--- config.mk ---
export PLATFORM = sky130hd
export DESIGN_NAME = cmpc_top
export DESIGN_NICKNAME = d
export VERILOG_FILES = /design/src/cmpc_pkg.sv /design/src/cmpc_top.sv
export VERILOG_INCLUDE_DIRS = /design/src /design/src/src
export SDC_FILE = /design/constraint.sdc
export NUM_CORES = 1
export LEC_CHECK = 0
export BUFFER_PORTS_ARGS = -buffer_cell sky130_fd_sc_hd__buf_2
export CELL_PAD_IN_SITES_DETAIL_PLACEMENT = 1
export CELL_PAD_IN_SITES_GLOBAL_PLACEMENT = 2
export CORE_UTILIZATION = 35
export CTS_CLUSTER_DIAMETER = 80
export CTS_CLUSTER_SIZE = 12
export DETAILED_ROUTE_END_ITERATION = 10
export PLACE_DENSITY_LB_ADDON = 0.1
export SLEW_MARGIN = 15
export SYNTH_ARGS = -nofsm -noshare
export SYNTH_HDL_FRONTEND = slang
export SYNTH_SLANG_ARGS = --single-unit
--- constraint.sdc ---
create_clock -name clk -period 1.69 [get_ports clk]
set_input_delay 0.169 -clock clk [delete_from_list [all_inputs] [get_ports clk]]
set_output_delay 0.169 -clock clk [all_outputs]
set_load 0.01 [all_outputs]
--- src/cmpc_regs.svh ---
`ifndef CMPC_REGS_SVH
`define CMPC_REGS_SVH

`define CMPC_NUM         4
`define CMPC_NAMP        3
`define CMPC_NEG_W       3

`define CMPC_ADDR_CTRL0  3'h0
`define CMPC_ADDR_CTRL1  3'h1
`define CMPC_ADDR_CTRL2  3'h2
`define CMPC_ADDR_CTRL3  3'h3
`define CMPC_ADDR_STAT   3'h4
`define CMPC_ADDR_MASK   3'h5
`define CMPC_ADDR_ROUTE  3'h6

`define CMPC_BIT_EN      7
`define CMPC_BIT_IE      6
`define CMPC_SENSE_HI    5
`define CMPC_SENSE_LO    4
`define CMPC_BIT_CKSEL   3
`define CMPC_NEG_HI      2
`define CMPC_NEG_LO      0

`define CMPC_FLAG_HI     7
`define CMPC_FLAG_LO     4

`define CMPC_CTRL_RST    8'h00
`define CMPC_MASK_RST    4'h0
`define CMPC_ROUTE_RST   3'h0

`endif

--- src/cmpc_pkg.sv ---
package cmpc_pkg;

    // interrupt sensitivity codes
    typedef enum logic [1:0] {
        CMPC_SENSE_TOGGLE = 2'h0,
        CMPC_SENSE_RSVD   = 2'h1,
        CMPC_SENSE_FALL   = 2'h2,
        CMPC_SENSE_RISE   = 2'h3
    } cmpc_sense_t;

    typedef logic [7:0] cmpc_data_t;
    typedef logic [2:0] cmpc_addr_t;
    typedef logic [7:0] cmpc_ctrl_t;

endpackage

--- src/cmpc_top.sv ---
`timescale 1ns/1ps
`default_nettype none
`include "cmpc_regs.svh"

module cmpc_top (
    input  wire logic               clk,
    input  wire logic               rstn,
    input  wire logic               ce,
    input  wire cmpc_pkg::cmpc_addr_t reg_addr,
    input  wire cmpc_pkg::cmpc_data_t reg_wdata,
    input  wire logic               reg_wr,
    input  wire logic               reg_rd,
    output logic [7:0]              reg_rdata,
    input  wire logic [3:0]         cmp_raw_result,
    input  wire logic               io_clock_tick,
    input  wire logic               pll_tick,
    input  wire logic [2:0]         amp_tick,
    output logic [3:0]              cmp_enable,
    output logic [3:0]              cmp_clock_source_bit,
    output logic [11:0]             negative_input_mux,
    output logic [2:0]              amp_route_bit,
    output logic [3:0]              cmp_output_state,
    output logic [3:0]              cmp_irq,
    output logic [3:0]              conv_trigger,
    output logic                    tmr1_capture_src,
    output logic                    irq
);
    import cmpc_pkg::*;

    // register state
    cmpc_ctrl_t ctrl_q [`CMPC_NUM];
    cmpc_ctrl_t ctrl_d [`CMPC_NUM];
    logic [3:0] mask_q;
    logic [3:0] mask_d;
    logic [2:0] route_q;
    logic [2:0] route_d;
    logic [7:0] rdata_q;
    logic [7:0] rdata_d;
    logic [3:0] clr_w;

    // synchroniser state
    logic [3:0] sync1_q;
    logic [3:0] sync2_q;

    // per-comparator state
    logic       sample_q [`CMPC_NUM];
    logic       sample_d [`CMPC_NUM];
    logic       flag_q   [`CMPC_NUM];
    logic       flag_d   [`CMPC_NUM];
    logic       tick_w   [`CMPC_NUM];
    logic       ev_w     [`CMPC_NUM];
    logic       en_w     [`CMPC_NUM];
    logic       ie_w     [`CMPC_NUM];
    logic       amp_sel_w[`CMPC_NUM];
    logic       amp_tk_w [`CMPC_NUM];
    cmpc_sense_t sense_w [`CMPC_NUM];
    logic [3:0] flag_vec;
    logic [3:0] out_vec;

    // two-stage synchroniser for the analog results
    always_ff @(posedge clk or negedge rstn) begin
        if (!rstn) begin
            sync1_q <= 4'h0;
            sync2_q <= 4'h0;
        end else if (ce) begin
            sync1_q <= cmp_raw_result;
            sync2_q <= sync1_q;
        end
    end

    // register writes, flag clears and read data
    always_comb begin
        for (int k = 0; k < `CMPC_NUM; k++) begin
            ctrl_d[k] = ctrl_q[k];
        end
        mask_d  = mask_q;
        route_d = route_q;
        clr_w   = 4'h0;
        rdata_d = 8'h00;
        if (reg_wr) begin
            unique case (reg_addr)
                `CMPC_ADDR_CTRL0: ctrl_d[0] = reg_wdata;
                `CMPC_ADDR_CTRL1: ctrl_d[1] = reg_wdata;
                `CMPC_ADDR_CTRL2: ctrl_d[2] = reg_wdata;
                `CMPC_ADDR_CTRL3: ctrl_d[3] = reg_wdata;
                `CMPC_ADDR_STAT:  clr_w = reg_wdata[`CMPC_FLAG_HI:`CMPC_FLAG_LO];
                `CMPC_ADDR_MASK:  mask_d = reg_wdata[`CMPC_FLAG_HI:`CMPC_FLAG_LO];
                `CMPC_ADDR_ROUTE: route_d = reg_wdata[2:0];
                default: ;
            endcase
        end
        if (reg_rd) begin
            unique case (reg_addr)
                `CMPC_ADDR_CTRL0: rdata_d = ctrl_q[0];
                `CMPC_ADDR_CTRL1: rdata_d = ctrl_q[1];
                `CMPC_ADDR_CTRL2: rdata_d = ctrl_q[2];
                `CMPC_ADDR_CTRL3: rdata_d = ctrl_q[3];
                `CMPC_ADDR_STAT:  rdata_d = {flag_vec, out_vec};
                `CMPC_ADDR_MASK:  rdata_d = {mask_q, 4'h0};
                `CMPC_ADDR_ROUTE: rdata_d = {5'h00, route_q};
                default:          rdata_d = 8'h00;
            endcase
        end
    end

    // register file flops
    always_ff @(posedge clk or negedge rstn) begin
        if (!rstn) begin
            for (int k = 0; k < `CMPC_NUM; k++) begin
                ctrl_q[k] <= `CMPC_CTRL_RST;
            end
            mask_q  <= `CMPC_MASK_RST;
            route_q <= `CMPC_ROUTE_RST;
            rdata_q <= 8'h00;
        end else if (ce) begin
            for (int k = 0; k < `CMPC_NUM; k++) begin
                ctrl_q[k] <= ctrl_d[k];
            end
            mask_q  <= mask_d;
            route_q <= route_d;
            rdata_q <= rdata_d;
        end
    end

    assign reg_rdata        = rdata_q;
    assign amp_route_bit    = route_q;
    assign tmr1_capture_src = sample_q[1];
    assign conv_trigger     = flag_vec;
    assign irq              = |(cmp_irq & mask_q);

    // one slice per comparator
    for (genvar i = 0; i < `CMPC_NUM; i++) begin : g_cmp

        // control field decode
        assign en_w[i]    = ctrl_q[i][`CMPC_BIT_EN];
        assign ie_w[i]    = ctrl_q[i][`CMPC_BIT_IE];
        assign sense_w[i] = cmpc_sense_t'(ctrl_q[i][`CMPC_SENSE_HI:`CMPC_SENSE_LO]);

        // amplifier routing exists on the first three only
        if (i < `CMPC_NAMP) begin : g_amp
            assign amp_sel_w[i] = route_q[i];
            assign amp_tk_w[i]  = amp_tick[i];
        end else begin : g_noamp
            assign amp_sel_w[i] = 1'b0;
            assign amp_tk_w[i]  = 1'b0;
        end

        // comparator clock choice
        assign tick_w[i] = amp_sel_w[i] ? amp_tk_w[i] :
                           (ctrl_q[i][`CMPC_BIT_CKSEL] ? pll_tick
                                                        : io_clock_tick);

        // analog-side drives
        assign cmp_enable[i]           = en_w[i];
        assign cmp_clock_source_bit[i] = ctrl_q[i][`CMPC_BIT_CKSEL];
        assign negative_input_mux[i*`CMPC_NEG_W +: `CMPC_NEG_W] =
            ctrl_q[i][`CMPC_NEG_HI:`CMPC_NEG_LO];

        // sampling and event detection
        always_comb begin
            ev_w[i] = 1'b0;
            unique case (sense_w[i])
                CMPC_SENSE_TOGGLE: ev_w[i] = sync2_q[i] ^ sample_q[i];
                CMPC_SENSE_RSVD:   ev_w[i] = 1'b0;
                CMPC_SENSE_FALL:   ev_w[i] = sample_q[i] & ~sync2_q[i];
                CMPC_SENSE_RISE:   ev_w[i] = ~sample_q[i] & sync2_q[i];
            endcase
            ev_w[i] = ev_w[i] & en_w[i] & tick_w[i];
            if (!en_w[i]) begin
                sample_d[i] = 1'b0;
            end else if (tick_w[i]) begin
                sample_d[i] = sync2_q[i];
            end else begin
                sample_d[i] = sample_q[i];
            end
            flag_d[i] = ev_w[i] | (flag_q[i] & ~clr_w[i]);
        end

        // comparator slice flops
        always_ff @(posedge clk or negedge rstn) begin
            if (!rstn) begin
                sample_q[i] <= 1'b0;
                flag_q[i]   <= 1'b0;
            end else if (ce) begin
                sample_q[i] <= sample_d[i];
                flag_q[i]   <= flag_d[i];
            end
        end

        assign out_vec[i]          = sample_q[i];
        assign cmp_output_state[i] = sample_q[i];
        assign flag_vec[i]         = flag_q[i];
        assign cmp_irq[i]          = flag_q[i] & ie_w[i];

    end
endmodule
`default_nettype wire

=== Yosys cells after proc, flatten, opt, wreduce, memory -nomap -nowiden ===
Index checks and enable logic that the tools add are counted.

* Add/subtract/negate cells: 0
* Multiply operators: 0
* Div/mod/pow operators: 0
* Magnitude comparators: 0
* Equality and inequality tests: 22
* Shift operators: 0
* Mux-type cells: 23
* Bitwise gates (word level): 45
* Reduce and logical (&&, ||, !) cells: 16

{| class="wikitable"
|+ Operators with widths
! kind !! number
|-
| one-hot mux 8 bit (7 select lines) || 1
|-
| AND 1 bit || 24
|-
| AND reduction 3 bit || 6
|-
| equality test 2 bit (second input constant) || 8
|-
| one-hot mux 1 bit (4 select lines) || 4
|-
| two-way mux 1 bit || 15
|-
| NOT 1 bit || 12
|-
| equality test 3 bit (second input constant) || 3
|-
| equality test 2 x 1 -> 1 bit (second input constant) || 4
|-
| zero test 2 bit || 4
|-
| two-way mux 4 bit || 2
|-
| two-way mux 8 bit || 1
|-
| != test 2 x 1 -> 1 bit (second input constant) || 4
|-
| AND reduction 2 bit || 4
|-
| equality test 3 x 2 -> 1 bit (second input constant) || 2
|-
| AND 4 bit || 1
|-
| bitwise OR 1 bit || 4
|-
| OR reduction 4 bit || 1
|-
| bitwise XOR 1 bit || 4
|-
| equality test 3 x 1 -> 1 bit (second input constant) || 1
|-
| zero test 3 bit || 1
|}

* Register bits: 63
* Bits in latches: 0
* RAM bits: 0
* ROM bits: 0
* Input bits: 25
* Output and inout port bits: 45
* Logic and storage cells: 123
* Memories: 0

=== Longest topological paths before layout ===
* Depth after elaboration: 6
* Depth in mapped cells: 6
* Depth with buffers taken out: 6

=== Worst setup path after synthesis ===
Ideal clock, no wire load.

* Path kind: register to register
* Start point: register sample_q, in the netlist cmp_output_state[3]
* End point: register flag_q, in the netlist conv_trigger[3]
* Library setup time: 0.121 ns
* Data arrival time: 1.232 ns
* Required time: 1.569 ns
* Setup slack: 0.337 ns
* Cell stages (with the launch flop): 7
* Path buffers: 0
* Period minus slack after synthesis: 1.353 ns
* Path through: dfrtp_1 > inv_1 > ha_1 > mux2_2 > nand2_1 > o31ai_1 > a22o_1

* Word-level cells in the longest chain between the ends: 6
* Elaborated cells on any way between the ends: 8
* Classes of those cells: mux (1); bitwise (7)

{| class="wikitable"
|+ RTL lines
! item !! RTL line !! source
|-
| start, declared || cmpc_top.sv:46 || <nowiki>logic sample_q [`CMPC_NUM];</nowiki>
|-
| start signal, assigned by index || cmpc_top.sv:185 || <nowiki>sample_q[i] <= sample_d[i];</nowiki>
|-
| NOT 1 bit || cmpc_top.sv:166 || <nowiki>CMPC_SENSE_RISE: ev_w[i] = ~sample_q[i] & sync2_q[i];</nowiki>
|-
| AND 1 bit || cmpc_top.sv:166 ||
|-
| one-hot mux 1 bit (4 select lines) * || cmpc_top.sv:162 || <nowiki>unique case (sense_w[i])</nowiki>
|-
| AND 1 bit * (2 in a row) || cmpc_top.sv:168 || <nowiki>ev_w[i] = ev_w[i] & en_w[i] & tick_w[i];</nowiki>
|-
| bitwise OR 1 bit * || cmpc_top.sv:176 || <nowiki>flag_d[i] = ev_w[i] | (flag_q[i] & ~clr_w[i]);</nowiki>
|-
| end signal, assigned by index || cmpc_top.sv:186 || <nowiki>flag_q[i] <= flag_d[i];</nowiki>
|-
| end, declared || cmpc_top.sv:48 || <nowiki>logic flag_q [`CMPC_NUM];</nowiki>
|}

Mark *: on every way between the ends. The rest lies on a longest branch, timed or not.
A chain may end at the register's enable or synchronous reset.

=== Final worst setup path ===
* Start point: register ctrl_q[14] in the netlist's numbering
* End point: output irq

* Word-level cells in the longest chain between the ends: 3

{| class="wikitable"
|+ RTL lines
! item !! RTL line !! source
|-
| start, declared || cmpc_top.sv:31 || <nowiki>cmpc_ctrl_t ctrl_q [`CMPC_NUM];</nowiki>
|-
| start signal, assigned by index || cmpc_top.sv:110 || <nowiki>ctrl_q[k] <= `CMPC_CTRL_RST;</nowiki>
|-
| start signal, assigned by index || cmpc_top.sv:117 || <nowiki>ctrl_q[k] <= ctrl_d[k];</nowiki>
|-
| AND 1 bit || cmpc_top.sv:193 || <nowiki>assign cmp_irq[i] = flag_q[i] & ie_w[i];</nowiki>
|-
| AND 4 bit || cmpc_top.sv:129 || <nowiki>assign irq = |(cmp_irq & mask_q);</nowiki>
|-
| OR reduction 4 bit || cmpc_top.sv:129 ||
|-
| end, declared || cmpc_top.sv:26 || <nowiki>output logic irq</nowiki>
|}

Every way passes these cells.

==> metrics.yaml <==
status: "complete, no violations"
wl_per_cell_um: 19.3
multi_input_area_um2: 1490
start_util: 0.363
critPathMaxStageDelay_ns: 0.40
worstPathRequired_ns: 1.52
row_count: 35
drcViolationCount: 0
synth.cell_area_um2: 3350
clock_power_share: 0.244
finalMaxSlewViolations: 0
ios: 70
final_cell_mix: "buf_2 (69), dfrtp_1 (62), mux2_2 (37)"
synth-async-reset-ratio: 1.00
htree_levels: 3
place.detailed.hpwl_um: 7150
switchingPower_mw: 1.62
instances_no_fill: 498
start_kind: "flop"
reg2reg_to: "tmr1_capture_src"
synthCells: 297
fin_crit_sh: 0.983
overflow: 0
drive_above_1_share: 0.417
skew_ns: 0.0111
synth_seq_area_share: 0.471
dieArea_um2: 9970
antennaDiodeCount: 0
clk_path_buf_depth: 2
power_mw: 4.74
clk_latency_ns: 0.35
switching_share: 0.343
rsz0062_at_grt: "yes"
dieWidth_um: 99.8
dr.first_iter.drc_count: 119
antenna_found_initial: 0
cts_made_buffers: 9
cap_viol_max_count: 0
seqPwrFrac: 0.458
r2r_cells: 4
post-place-ws_ns: 0.165
rr_startpoint: "cmp_clock_source_bit[1]"
num_vias: 2549
firstDrtPassIters: 4
ant_nets: 0
path_cells: "and2_4 > a22o_1 > a221o_1 > buf_2"
crit_slowest_cell: "dfrtp_1"
hold_start: "cmp_raw_result[3]"
layout.cells.most_common: "buf_2"
pwr-share-comb: 0.298
dpl_cell_area_um2: 3810
syn2layout_area_growth_pct: 19.6
end_kind: "primary output"
drt-total-wl_um: 9620
timing.fmax_mhz: 602
io_buffers: 69
grt_max_degree: 64
fillers: 1061
internal_power_mw: 3.11
hp-class: "in -> reg"
synth_edf_count: 0
min_period_ns: 1.66
synth_cell_types: 38
path_class: "reg -> out"
die_h_um: 99.8
syn_nets: 330
dp_cells: 479
r2r_setup_slack_ns: 0.13
p_leak_nw: 1.93
ir_drop_uv: 396
clkSlewWorstSetupHoldPaths_ns: 0.07
whs_path_depth: 2
relSlewSlack: 0.718
cp_data_arrival_time_ns: 1.49
coreArea_um2: 9240
syn_avg_cell_area_um2: 11.3
grt_use_total: 0.206
cts_tree: "done"
min_to: "sync1_q[3]"
fin_area_um2: 4010
cts_sinks: 63
seq_area_um2: 1580
hold_violations: 0
grt_pass1_vias: 2557
nets: 398
cp_max_fo: 2
fin_tns_setup_ns: 0
setup_viol: 0
power_density_nw_per_um2: 1180
grt_pass1_wl_um: 15100
synth_ff_type: "dfrtp_1"
final_util: 0.434
fin_hold_ws_ns: 0.0491
place_congestion: 0.792
worst_slack_ns: 0.0285
worst_pin_slew_ns: 0.419
synth_seq_cells: 63
clockRootBuffer: "clkbuf_8"
via_per_inst: 5.12
ys_warn_count: 0
==> state kept, by name, summed over array words and instances, names as in the netlist <==
signal	flops
ctrl_q	12
negative_input_mux	12
reg_rdata	8
cmp_clock_source_bit	4
cmp_enable	4
conv_trigger	4
mask_q	4
sync1_q	4
sync2_q	4
amp_route_bit	3
cmp_output_state	3
tmr1_capture_src	1
==> per-layer routing <==
layer | vias to the layer above | wire [um] | GRT usage | share of wire
li1 | 1181 | - | - | -
met2 | 65 | 4240 | 0.298 | 0.44
met5 | - | 0 | 0 | 0
met3 | 15 | 392 | 0.0279 | 0.041
met4 | 0 | 170 | 0.0848 | 0.018
met1 | 1288 | 4820 | 0.309 | 0.50
==> cells by family (layout without fill, tap and decap cells) <==
kind of cell | after synthesis | in the layout | synth area share
AO/OA/AOI/OAI | 57 | 57 | 0.119
adder cells (fa/ha/maj) | 8 | 8 | 0.0299
buffers and inverters | 51 | 123 | 0.0848
flip-flops | 63 | 63 | 0.470
multiplexers | 62 | 62 | 0.215
AND/OR/NAND/NOR | 56 | 56 | 0.0810
==> power groups by stage <==
stage	Sequential [mW]	Combinational [mW]	Clock [mW]
6_report	2.17	1.41	1.16
5_1_grt	2.23	1.54	1.24
4_1_cts	2.18	1.43	1.19
3_5_place_dp	2.22	1.34	0
3_3_place_gp	2.21	1.32	0
2_1_floorplan	2.13	0.913	0
==> cell usage after synthesis (7+ instances only) <==
master	number	area, um^2
o2bb2ai_1	10	87.6
mux2i_1	16	160
buf_4	22	165
mux2_4	8	120
inv_1	18	67.6
buf_2	8	40.0
o21ai_0	18	90.1
mux2_2	37	417
nand2_1	23	86.3
ha_1	8	100
dfrtp_1	63	1580
a21oi_1	7	35.0
==> worst max-delay path: cells and delay by family, from the launching register on <==
kind,cells,cell delay [ns]
compound gates,2,0.45
buf+inv,1,0.14
flops,1,0.40
simple gates,1,0.17
==> cell type report <==
type                            instances  area share
Tap cell                              129      0.0403
Inverter                               18      0.0169
Sequential cell                        63       0.394
Timing Repair Buffer                   90       0.136
Multi-Input combinational cell        183       0.373
Clock buffer                           11      0.0353
Clock inverter                          4     0.00562
==> what timing repair did <==
item	4_1_cts	5_1_grt
setup buffers	3	0
endpoints found under the setup margin	1	1
endpoints found under the hold margin	63	0
gates resized for setup	2	0
pin swaps	2	1
hold buffers	1	0
==> worst max path at each step <==
stage,start,endpoint,slack (ns),cells past startpoint
after floorplan,cmp_output_state[3],conv_trigger[3],0.34,6
after global placement,reg_addr[1],cmp_clock_source_bit[3],0.11,5
after detailed placement,reg_addr[0],reg_rdata[3],0.16,6
after CTS,conv_trigger[2],irq,-0.009,4
after global routing,ctrl_q[14],irq,-0.03,4
final,ctrl_q[14],irq,0.03,4
No activity file was read; power rests on OpenSTA's default activity.
